===== src/hdl/pmx_pkg.sv =====
/*
 * Shared constants and types for the port 0 pin function multiplexer:
 * register addresses, reset values, field layout, the list of peripheral
 * signals that can be routed and their idle and drive properties.
 * Assumes a 32-bit classic Wishbone register bus with byte addressing.
 */
package pmx_pkg;

    // ********************************************************************
    // Geometry and register map
    // ********************************************************************
    localparam int          PMX_PINS          = 20;
    localparam int          PMX_FIELD_W       = 2;
    localparam int          PMX_FN_NUM        = 44;
    localparam logic [31:0] PMX_ADR_SEL_LOW   = 32'he002c000;
    localparam logic [31:0] PMX_ADR_SEL_HIGH  = 32'he002c004;
    localparam logic [31:0] PMX_ADR_SHADOW    = 32'he002c008;
    localparam logic [31:0] PMX_SEL_LOW_RST   = 32'h00000000;
    localparam logic [31:0] PMX_SEL_HIGH_RST  = 32'h00000000;
    localparam logic [31:0] PMX_SEL_HIGH_MASK = 32'h000000ff;
    localparam logic [1:0]  PMX_CODE_GPIO     = 2'h0;

    // ********************************************************************
    // Routable peripheral signals; FN_NONE means GPIO or reserved
    // ********************************************************************
    typedef enum logic [5:0] {
        FN_FIRST_TXD, FN_FIRST_RXD, FN_PWM_OUT1, FN_PWM_OUT3, FN_EXT_IRQ0,
        FN_I2C_SCL, FN_T0_CAP0, FN_I2C_SDA, FN_T0_MAT0, FN_EXT_IRQ1,
        FN_SPI0_SCK, FN_T0_CAP1, FN_SPI0_MISO, FN_T0_MAT1, FN_SPI0_MOSI,
        FN_T0_CAP2, FN_SPI0_SSEL, FN_PWM_OUT2, FN_EXT_IRQ2, FN_SECOND_TXD,
        FN_PWM_OUT4, FN_SECOND_RXD, FN_PWM_OUT6, FN_EXT_IRQ3,
        FN_SECOND_RTS, FN_T1_CAP0, FN_SECOND_CTS, FN_T1_CAP1,
        FN_SECOND_DSR, FN_T1_MAT0, FN_CAN4_RECEIVE, FN_SECOND_DTR,
        FN_T1_MAT1, FN_CAN4_TRANSMIT, FN_SECOND_DCD, FN_SECOND_RI,
        FN_T0_MAT2, FN_T1_CAP2, FN_SPI1_SCK, FN_T1_MAT2, FN_T1_CAP3,
        FN_SPI1_MISO, FN_T1_MAT3, FN_SPI1_MOSI,
        FN_NONE = 6'h3f
    } pmx_fn_e;

    // Inputs whose idle level is high (serial idle, active-low strobes)
    localparam logic [PMX_FN_NUM-1:0] PMX_FN_IDLE_HI = 44'h00c54a502b2;
    // Signals the peripheral may drive onto the pad
    localparam logic [PMX_FN_NUM-1:0] PMX_FN_DRIVES  = 44'hed3a15a75ad;

    // ********************************************************************
    // Carriers
    // ********************************************************************
    typedef struct packed {
        logic        cyc;
        logic        stb;
        logic        we;
        logic [31:0] adr;
        logic [3:0]  sel;
        logic [31:0] dat;
    } pmx_wb_req_s;

    typedef struct packed {
        logic oe;
        logic out;
    } pmx_drive_s;

endpackage : pmx_pkg


===== src/hdl/pmx_pin_cell.sv =====
/*
 * One pin of the multiplexer: decodes the 2-bit select code against the
 * pin's function row and chooses who drives the pad.
 * Assumes peripherals present their own output value and enable.
 */
`timescale 1ns/1ps
module pmx_pin_cell
    import pmx_pkg::*;
(
    input  wire logic [1:0]            code,
    input  wire logic [17:0]           row,
    input  wire logic                  gpioOut,
    input  wire logic                  gpioDir,
    input  wire logic [PMX_FN_NUM-1:0] periphOut,
    input  wire logic [PMX_FN_NUM-1:0] periphOe,
    output pmx_fn_e                    fnSel,
    output pmx_drive_s                 drive
);

    // Function chosen by the code; reserved entries map to none
    always_comb begin
        case (code)
            2'h1:    fnSel = pmx_fn_e'(row[5:0]);
            2'h2:    fnSel = pmx_fn_e'(row[11:6]);
            2'h3:    fnSel = pmx_fn_e'(row[17:12]);
            default: fnSel = FN_NONE;
        endcase
    end

    // Pad driver source
    always_comb begin
        drive = '0;
        if (code == PMX_CODE_GPIO) begin
            drive.oe  = gpioDir;
            drive.out = gpioOut;
        end else if (fnSel != FN_NONE) begin
            drive.oe  = PMX_FN_DRIVES[fnSel] & periphOe[fnSel];
            drive.out = periphOut[fnSel];
        end
    end

endmodule : pmx_pin_cell


===== src/hdl/pmx_port0_mux.sv =====
/*
 * Port 0 pin function multiplexer, pins 0 to 19. Two select registers on
 * a classic Wishbone bus route each pin to GPIO or a peripheral signal.
 * Assumes pad inputs are synchronous to clk and that peripherals and the
 * GPIO block sit beside it on the same clock.
 */
// Overview of operation
// - Low select register: 2-bit field n at bits 2n+1:2n picks pin n.
// - High select register bits 7:0 pick pins 16 to 19 in order.
// - Low register at first address, high register at the next word.
// - GPIO direction bit drives the pad only while GPIO is selected.
// - A peripheral function sets pad direction; GPIO direction ignored.
// - Code 00 is GPIO; every field resets to 0.
// - Pin 0: TXD, pwm_out1, reserved. Pin 1: RXD, pwm_out3, ext_irq0.
// - Pins 7, 8, 9: SSEL/pwm_out2/irq2, TXD/pwm_out4, RXD/pwm_out6/irq3.
// - Pin 14: DCD, ext_irq1. Pin 15: RI, ext_irq2. Code 11 reserved.
// - Pin 2: I2C clock, timer 0 capture 0, reserved.
// - Pins 4 to 6: SPI0 clock/MISO/MOSI, timer 0 cap1/mat1/cap2.
// - Pin 10: second port RTS, timer 1 capture 0, reserved.
// - Pin 11: second port CTS, timer 1 capture 1.
// - Pin 12: second port DSR, timer 1 match 0, can4_receive.
// - Pin 13: second port DTR, timer 1 match 1, can4_transmit.
// - Pin 19: timer 1 match 2, SPI1 MOSI, timer 1 capture 2.
`timescale 1ns/1ps
module pmx_port0_mux
    import pmx_pkg::*;
(
    input  wire logic                  clk,
    input  wire logic                  arst_n,
    input  wire pmx_wb_req_s           wbReq,
    output logic                       wbAck,
    output logic [31:0]                wbDatO,
    input  wire logic [PMX_PINS-1:0]   gpioOut,
    input  wire logic [PMX_PINS-1:0]   gpioDir,
    input  wire logic [PMX_PINS-1:0]   padIn,
    output logic [PMX_PINS-1:0]        padOut,
    output logic [PMX_PINS-1:0]        padOe,
    input  wire logic [PMX_FN_NUM-1:0] periphOut,
    input  wire logic [PMX_FN_NUM-1:0] periphOe,
    output logic [PMX_FN_NUM-1:0]      periphIn
);

    // ********************************************************************
    // Function rows: {code 11, code 10, code 01} per pin
    // ********************************************************************
    function automatic logic [17:0] pmx_row(input int pin);
        logic [17:0] r;
        r = {FN_NONE, FN_NONE, FN_NONE};
        case (pin)
            0:  r = {FN_NONE, FN_PWM_OUT1, FN_FIRST_TXD};
            1:  r = {FN_EXT_IRQ0, FN_PWM_OUT3, FN_FIRST_RXD};
            2:  r = {FN_NONE, FN_T0_CAP0, FN_I2C_SCL};
            3:  r = {FN_EXT_IRQ1, FN_T0_MAT0, FN_I2C_SDA};
            4:  r = {FN_NONE, FN_T0_CAP1, FN_SPI0_SCK};
            5:  r = {FN_NONE, FN_T0_MAT1, FN_SPI0_MISO};
            6:  r = {FN_NONE, FN_T0_CAP2, FN_SPI0_MOSI};
            7:  r = {FN_EXT_IRQ2, FN_PWM_OUT2, FN_SPI0_SSEL};
            8:  r = {FN_NONE, FN_PWM_OUT4, FN_SECOND_TXD};
            9:  r = {FN_EXT_IRQ3, FN_PWM_OUT6, FN_SECOND_RXD};
            10: r = {FN_NONE, FN_T1_CAP0, FN_SECOND_RTS};
            // pin 11, code 11 left undefined
            11: r = {FN_NONE, FN_T1_CAP1, FN_SECOND_CTS};
            12: r = {FN_CAN4_RECEIVE, FN_T1_MAT0, FN_SECOND_DSR};
            13: r = {FN_CAN4_TRANSMIT, FN_T1_MAT1, FN_SECOND_DTR};
            14: r = {FN_NONE, FN_EXT_IRQ1, FN_SECOND_DCD};
            15: r = {FN_NONE, FN_EXT_IRQ2, FN_SECOND_RI};
            16: r = {FN_T0_CAP2, FN_T0_MAT2, FN_EXT_IRQ0};
            17: r = {FN_T1_MAT2, FN_SPI1_SCK, FN_T1_CAP2};
            18: r = {FN_T1_MAT3, FN_SPI1_MISO, FN_T1_CAP3};
            19: r = {FN_T1_CAP2, FN_SPI1_MOSI, FN_T1_MAT2};
            default: r = {FN_NONE, FN_NONE, FN_NONE};
        endcase
        return r;
    endfunction : pmx_row

    // ********************************************************************
    // Registers
    // ********************************************************************
    logic [31:0]                    selLow;
    logic [31:0]                    selHigh;
    logic [PMX_FIELD_W*PMX_PINS-1:0] selAll;
    logic [PMX_PINS-1:0]             shadow;
    pmx_fn_e                         fnSel [PMX_PINS];
    pmx_drive_s                      drive [PMX_PINS];

    // Register file on the bus
    pmx_wb_regs u_regs (
        .clk     (clk),
        .arst_n  (arst_n),
        .wbReq   (wbReq),
        .wbAck   (wbAck),
        .wbDatO  (wbDatO),
        .shadow  (shadow),
        .selLow  (selLow),
        .selHigh (selHigh)
    );

    assign selAll = {selHigh[PMX_FIELD_W*(PMX_PINS-16)-1:0], selLow};

    // ********************************************************************
    // Pad side, one cell per pin
    // ********************************************************************
    // routing follows the registers
    for (genvar p = 0; p < PMX_PINS; p++) begin : g_pin
        pmx_pin_cell u_cell (
            .code      (selAll[PMX_FIELD_W*p +: PMX_FIELD_W]),
            .row       (pmx_row(p)),
            .gpioOut   (gpioOut[p]),
            .gpioDir   (gpioDir[p]),
            .periphOut (periphOut),
            .periphOe  (periphOe),
            .fnSel     (fnSel[p]),
            .drive     (drive[p])
        );
        assign padOut[p] = drive[p].out;
        assign padOe[p]  = drive[p].oe;
    end

    // ********************************************************************
    // Peripheral input side
    // ********************************************************************
    // idle level when unrouted
    always_comb begin
        for (int f = 0; f < PMX_FN_NUM; f++) begin
            periphIn[f] = PMX_FN_IDLE_HI[f];
            for (int p = PMX_PINS - 1; p >= 0; p--) begin
                if (fnSel[p] == pmx_fn_e'(f[5:0])) begin
                    periphIn[f] = padIn[p];
                end
            end
        end
    end

    // Pins whose function is already taken by a lower pin
    always_comb begin
        shadow = '0;
        for (int p = 1; p < PMX_PINS; p++) begin
            for (int q = 0; q < p; q++) begin
                if (fnSel[p] != FN_NONE && fnSel[p] == fnSel[q]) begin
                    shadow[p] = 1'b1;
                end
            end
        end
    end

endmodule : pmx_port0_mux


===== src/hdl/pmx_wb_regs.sv =====
/*
 * Classic Wishbone slave holding the two function select registers and
 * returning the routing shadow status.
 * Assumes a master that holds each request until it samples ack.
 */
`timescale 1ns/1ps
module pmx_wb_regs
    import pmx_pkg::*;
(
    input  wire logic        clk,
    input  wire logic        arst_n,
    input  wire pmx_wb_req_s wbReq,
    output logic             wbAck,
    output logic [31:0]      wbDatO,
    input  wire logic [19:0] shadow,
    output logic [31:0]      selLow,
    output logic [31:0]      selHigh
);

    logic        ack_q;
    logic [31:0] dat_q;
    logic [31:0] selLow_q;
    logic [31:0] selHigh_q;
    logic        req;
    logic [31:0] wmask;

    // Request and byte-lane mask
    assign req = wbReq.cyc & wbReq.stb;
    always_comb begin
        for (int b = 0; b < 4; b++) begin
            wmask[8*b +: 8] = {8{wbReq.sel[b]}};
        end
    end

    // Ack one cycle after the request, one cycle long
    always_ff @(posedge clk or negedge arst_n) begin
        if (!arst_n) begin
            ack_q <= 1'b0;
        end else begin
            ack_q <= req & ~ack_q;
        end
    end

    // Read data captured as ack rises; unmapped reads give zero
    always_ff @(posedge clk or negedge arst_n) begin
        if (!arst_n) begin
            dat_q <= 32'h00000000;
        end else if (req & ~ack_q) begin
            case (wbReq.adr)
                PMX_ADR_SEL_LOW:  dat_q <= selLow_q;
                PMX_ADR_SEL_HIGH: dat_q <= selHigh_q;
                PMX_ADR_SHADOW:   dat_q <= {12'h000, shadow};
                default:          dat_q <= 32'h00000000;
            endcase
        end
    end

    // Writes land at the edge where the master samples ack
    // register addresses
    always_ff @(posedge clk or negedge arst_n) begin
        if (!arst_n) begin
            selLow_q  <= PMX_SEL_LOW_RST;
            selHigh_q <= PMX_SEL_HIGH_RST;
        end else if (req & ack_q & wbReq.we) begin
            if (wbReq.adr == PMX_ADR_SEL_LOW) begin
                selLow_q <= (selLow_q & ~wmask) | (wbReq.dat & wmask);
            end
            if (wbReq.adr == PMX_ADR_SEL_HIGH) begin
                selHigh_q <= ((selHigh_q & ~wmask) | (wbReq.dat & wmask))
                             & PMX_SEL_HIGH_MASK;
            end
        end
    end

    assign wbAck   = ack_q;
    assign wbDatO  = dat_q;
    assign selLow  = selLow_q;
    assign selHigh = selHigh_q;

endmodule : pmx_wb_regs


===== config.mk =====
export PLATFORM = sky130hd
export DESIGN_NAME = pmx_port0_mux
export DESIGN_NICKNAME = d
export VERILOG_FILES = /design/src/hdl/pmx_pkg.sv /design/src/hdl/pmx_pin_cell.sv /design/src/hdl/pmx_port0_mux.sv /design/src/hdl/pmx_wb_regs.sv
export SDC_FILE = /design/constraint.sdc
export NUM_CORES = 1
export LEC_CHECK = 0
export BUFFER_PORTS_ARGS = -buffer_cell sky130_fd_sc_hd__buf_2
export CAP_MARGIN = 20
export CORE_AREA = 2 2 133 135
export CTS_CLUSTER_DIAMETER = 60
export DETAILED_ROUTE_END_ITERATION = 7
export DIE_AREA = 0 0 135 137
export PLACE_DENSITY = 0.73
export SLEW_MARGIN = 20
export SYNTH_ARGS = -nofsm -noshare
export SYNTH_HDL_FRONTEND = slang
export SYNTH_SLANG_ARGS = --single-unit

===== constraint.sdc =====
create_clock -name clk -period 4 [get_ports clk]
set_input_delay 0.8 -clock clk [delete_from_list [all_inputs] [get_ports clk]]
set_output_delay 0.8 -clock clk [all_outputs]
set_load 0.05 [all_outputs]

Word level (Yosys, flattened, before mapping)
Memories as Yosys holds them, arrays and structs flattened.
Index checks and enable logic that the tools add are counted.
- register bits: 73
- memory bits (read-only): 1280
- input port bits: 221
- output and inout port bits: 117
- word-level logic and storage cells: 2661
- memories kept: 20
- memory list (name ; depth ; bits a word ; read ports ; clocked after Yosys merged registers in ; write ports ; RTL line ; text):
    (no name shown) ; 64 ; 1 ; 1 ; 0 ; 0 ; pmx_pin_cell.sv:37 ; drive.oe = PMX_FN_DRIVES[fnSel] & periphOe[fnSel];
    (no name shown) ; 64 ; 1 ; 1 ; 0 ; 0 ; pmx_pin_cell.sv:37 ;
    (no name shown) ; 64 ; 1 ; 1 ; 0 ; 0 ; pmx_pin_cell.sv:37 ;
    (no name shown) ; 64 ; 1 ; 1 ; 0 ; 0 ; pmx_pin_cell.sv:37 ;
    (no name shown) ; 64 ; 1 ; 1 ; 0 ; 0 ; pmx_pin_cell.sv:37 ;
    (no name shown) ; 64 ; 1 ; 1 ; 0 ; 0 ; pmx_pin_cell.sv:37 ;
    +14 memories ; -- ; -- ; -- ; -- ; -- ; -- ;
- order comparisons: 20
- equality and inequality tests: 1123
- muxes and demuxes: 1231
- bitwise logic cells: 31
- reduce and logical (&&, ||, !) cells: 232
- operator list (operator ; count):
    $eq A6 B5 Y1 const B ; 320
    $eq A6 B6 Y1 const B ; 240
    $eq A6 B6 Y1 ; 190
    $mux W1 ; 1130
    $eq A6 B4 Y1 const B ; 160
    $eq A6 B3 Y1 const B ; 80
    $bmux W1 S6 ; 40
    $eq A6 B2 Y1 const B ; 40
    $logic_and A1 B1 Y1 ; 190
    $lt A6 B7 Y1 const B ; 20
    $pmux W6 S3 ; 7
    $eq A6 B1 Y1 const B ; 20
    $logic_not A6 Y1 ; 20
    $ne A6 B6 Y1 const B ; 20
    $pmux W6 S2 ; 10
    $eq A32 B32 Y1 const B ; 3
    $pmux W32 S3 ; 1
    $mux W2 ; 40
    $and A32 B32 Y32 ; 2
    $eq A2 B2 Y1 const B ; 30
    $pmux W5 S3 ; 3
    $eq A2 B1 Y1 const B ; 20
    $logic_not A2 Y1 ; 20
    $not A32 Y32 ; 1
    other kinds (6) ; 30

Depth between registers and ports, before layout
- word-level depth: 24
- depth in mapped cells: 9
- depth with buffers taken out: 9

By module
A second synthesis with hierarchy kept.
- cell total of the unflattened synthesis: 8408
- area, all modules: 57818.0 µm²
- by module, submodules not included (module ; times used ; cells each ; area an instance (µm²) ; sequential area each (µm²)):
    pmx_port0_mux ; 1 ; 4574 ; 29983.8 ; 0.0
    pmx_pin_cell ; 20 ; 178 ; 1217.4 ; 0.0
    pmx_wb_regs ; 1 ; 274 ; 3485.8 ; 1826.8

Worst setup path before layout
Ideal clock, no wire load.
- path kind: flip-flop to output port
- from: register (tool-made name)
- to: output padOe[1]
- arrival time: 3.381 ns
- data required time: 3.200 ns
- path slack: -0.181 ns
- stages on the path, launching flop included: 9
- buffers on the path: 2
- cell sequence: dfrtp_1 inv_1 ha_1 buf_2 or2_2 buf_2 mux4_2 nor2_1 o41ai_1
- RTL lines (element ; RTL line ; text):
    to (decl) ; pmx_port0_mux.sv:37 ; output logic [PMX_PINS-1:0] padOe,

==> summary.md <==
| Metric | Value |
|---|---|
| Status | `complete, no violations` |
| Layout cell share with drive strength beyond 1 | `39.1%` |
| Worst slew pin tran | `0.901 ns` |
| Cell area after synthesis | `approximately 7100 um2` |
| Crit. End Element | `primary output` |
| Vias in the first global route | `between 7,000 and 8,000` |
| Lkg Pwr | `about 4.6 nW` |
| Syn Area/Cell | `8.92 um2` |
| Clock power frac | `44.0%` |
| Worst R2R Setup Slack | `between 1 and 1.5 ns` |
| Row count | `between 40 and 50` |
| CTS tree | `built` |
| Chip width | `135 um` |
| Top-count cell post-synth | `nand2_1` |
| Clock skew | `just over 0.01 ns` |
| Fmax | `between 200 and 300 MHz` |
| Design area | `approximately 9300 um2` |
| Crit path launch type | `flip-flop` |
| First-pass GRT wire length | `around 39 mm` |
| Initial core utilization | `a little over two fifths` |
| Root Driver | `clkbuf_16` |
| Synth-to-Final Area Change | `30.2%` |
| Worst setup path class | `flip-flop to primary output` |
| DRT Wirelength | `between 20 and 30 mm` |
| Drt wl/cell | `approximately 20 um` |
| Detailed Place HPWL | `21.1 mm` |
| TritonCTS buffer count | `9` |
| Slew margin rel. | `between 30 and 40%` |
| Clock Sinks | `73` |
| Final Hold Fails | `0` |
| Clk pin slew, worst setup/hold paths | `0.07 ns` |
| GRT overflow | `0` |
| Post-synth top area share | `between 20 and 30%` |
| Minimum clock period after layout | `3.68 ns` |
| Final TNS setup | `0 ns` |
| Part of the Yosys area used for sequential elements | `between 20% and 30%` |
| Async set-or-reset flop fraction in the synthesized netlist | `100%` |
| Worst vdd ir | `0.173 mV` |
| CP Max Fanout | `10` |
| Yosys warnings | `0` |
| Arrival time of the worst setup path | `between 2 and 3 ns` |
| Clk buf depth | `2` |
| Die Ht | `approximately 140 um` |
| GR Util All Layers | `27.8%` |
| CP delay by family, top | `multiplexers` |
| Residual DRC | `0` |
| Num ports | `approximately 340` |
| Net Count, Synth | `about 1,100` |
| Power Internal | `1.36 mW` |
| Vias per cell | `roughly 5.5` |
| Post-synth top area cell | `dfrtp_1` |
| Hold Path Class | `primary input to asynchronous set/reset pin` |
| # setup viols final | `0` |
| CP max stage cell | `mux4_2` |
| Port bufs | `~330` |
| Worst stage delay on the critical path | `~0.56 ns` |
| NetSw | `~0.57 mW` |
| Register share of total power | `about two fifths` |
| Final period utilization | `between 90% and 100%` |
| Main synth FF type | `dfrtp_1` |
| Crit-path cells | `inv_1 -> ha_1 -> nor2_1 -> mux4_2 -> a21oi_1 -> o21ai_0 -> buf_2` |
| First-pass iteration count of the detailed router | `5` |
| Worst skew pair latency | `~0.35 ns` |
| Synth cell types | `approximately 60` |
| Post-synth EDFFs | `0` |
| Unrepaired setup endpoints after global routing | `no` |
| Top area cells in the synthesized netlist | `dfrtp_1, ha_1, mux2_2` |
| Largest net degree at the start of global routing | `74` |
| Worst Path Buf+Inv | `2` |
| Final Wtd Congestion | `approximately 0.88` |
| Post-cts resize count | `0` |
| Fin. max-slew vios | `0` |
| DRT iter0 DRCs | `approximately 340` |
| Post-CTS repair timing setup buffer count | `0` |
| Die area | `approximately 18,000 um2` |
| Cells after Synth | `798` |
| CP Data Required Time | `about 3.2 ns` |
| Initial antenna violation count | `0` |
| Antenna viol nets, final | `0` |
| Top cells by count, synth | `nand2_1, ha_1, dfrtp_1` |
| Vias | `between 7,000 and 8,000` |
| Cell Area, Placed | `between 8000 and 9000 um2` |
| P per Cell Area | `between 200 and 250 nW/um2` |
| Diodes inserted | `0` |
| Comb pwr share | `17.4%` |
| Number of hold buffers added after cts | `0` |
| Nets | `approximately 1,400` |
| H-tree Lvls | `3` |
| Switching Fraction | `29.4%` |
| Max-cap viol count | `0` |
| Core ar. | `around 17,000 um2` |
| Synthesized flop and latch total | `73` |
## path summary, 6_finish.rpt
path                                                  to  cells after the start
hold / removal             u_regs.wbDatO[27]$_DFFE_PN0P_                      1
min in group clk           u_regs.wbDatO[12]$_DFFE_PN0P_                      2
hold reg to reg            u_regs.wbDatO[12]$_DFFE_PN0P_                      2
max in group asynchronous     asynchronous set/reset pin                      2
setup reg to reg           u_regs.wbDatO[14]$_DFFE_PN0P_                      9
setup / recovery                               padOut[1]                      7
## cell families after synthesis
family | Yosys count | share of synthesized area (%)
DFF | 73 | 25.7
buffers and inverters | 98 | 5.36
AOI/OAI and AO/OA | 124 | 11.4
adders and majority gates | 86 | 15.1
xor gates and xnor gates | 20 | 2.46
muxes | 86 | 15.9
and+or+nand+nor | 311 | 24.0
## per-stage QoR
stage                     total power [mW]  util [%]  hold WS, ns  setup WS [ns]  instances
after floorplan                      0.918         -        0.504          0.475        798
after global placement                1.09      52.4        0.446          0.747       1313
after detailed placement              1.09      52.4        0.458          0.718       1313
after CTS                             1.93      54.2        0.479          0.331       1329
after global routing                  1.99      54.3        0.404          0.171       1330
final                                 1.93      54.3        0.383          0.317       1330
## placed cells by master, fill, tap and decap left out, drive strengths merged, types with 6 or more instances in the layout
master  synthesis  final
a211oi          6      6
a21oi          20     20
a32oi           6      6
and2           18     18
buf             9    336
clkbuf         36      9
dfrtp          73     73
ha             86     86
inv            53     55
mux2           48     48
mux2i          23     23
mux4           15     15
nand2         113    113
nand2b         23     23
nand3          39     39
nand4           6      6
nor2           41     41
nor2b          10     10
nor3           13     13
nor3b           6      6
nor4            9      9
nor4b           7      7
o21ai          45     45
o31ai           9      9
xnor2           8      8
xor2           12     12
## power groups by stage
stage / combinational, mW / sequential (mW) / clock (mW)
6_report: 0.335 / 0.745 / 0.848
5_1_grt: 0.358 / 0.745 / 0.890
4_1_cts: 0.334 / 0.745 / 0.855
3_5_place_dp: 0.333 / 0.759 / 0
3_3_place_gp: 0.329 / 0.759 / 0
2_1_floorplan: 0.142 / 0.776 / 0
## area by class of cell
cell class,instances,area (um2)
Clock buffer,9,225
Clock inverter,7,77.6
Fill cell,1623,7790
Inverter,53,199
Multi-Input combinational cell,627,4910
Sequential cell,73,1830
Tap cell,225,282
Timing Repair Buffer,336,1740
## worst register-to-register path, stage by stage, from the launching register on
cell and delay (ns):
dfrtp_1 0.44, inv_1 0.12, ha_1 0.50, inv_1 0.16, ha_1 0.29, or3b_2 0.43, a21oi_1 0.14, a2111oi_0 0.08
or4b_1 0.60, nand3_1 0.11
## layer usage
metal,track usage (%),part of all wire [%]
met5,0,0
met2,47.9,48
met3,5.85,6.7
met4,9.26,3.3
met1,34.7,42
Power figures use the tool's default switching activity.
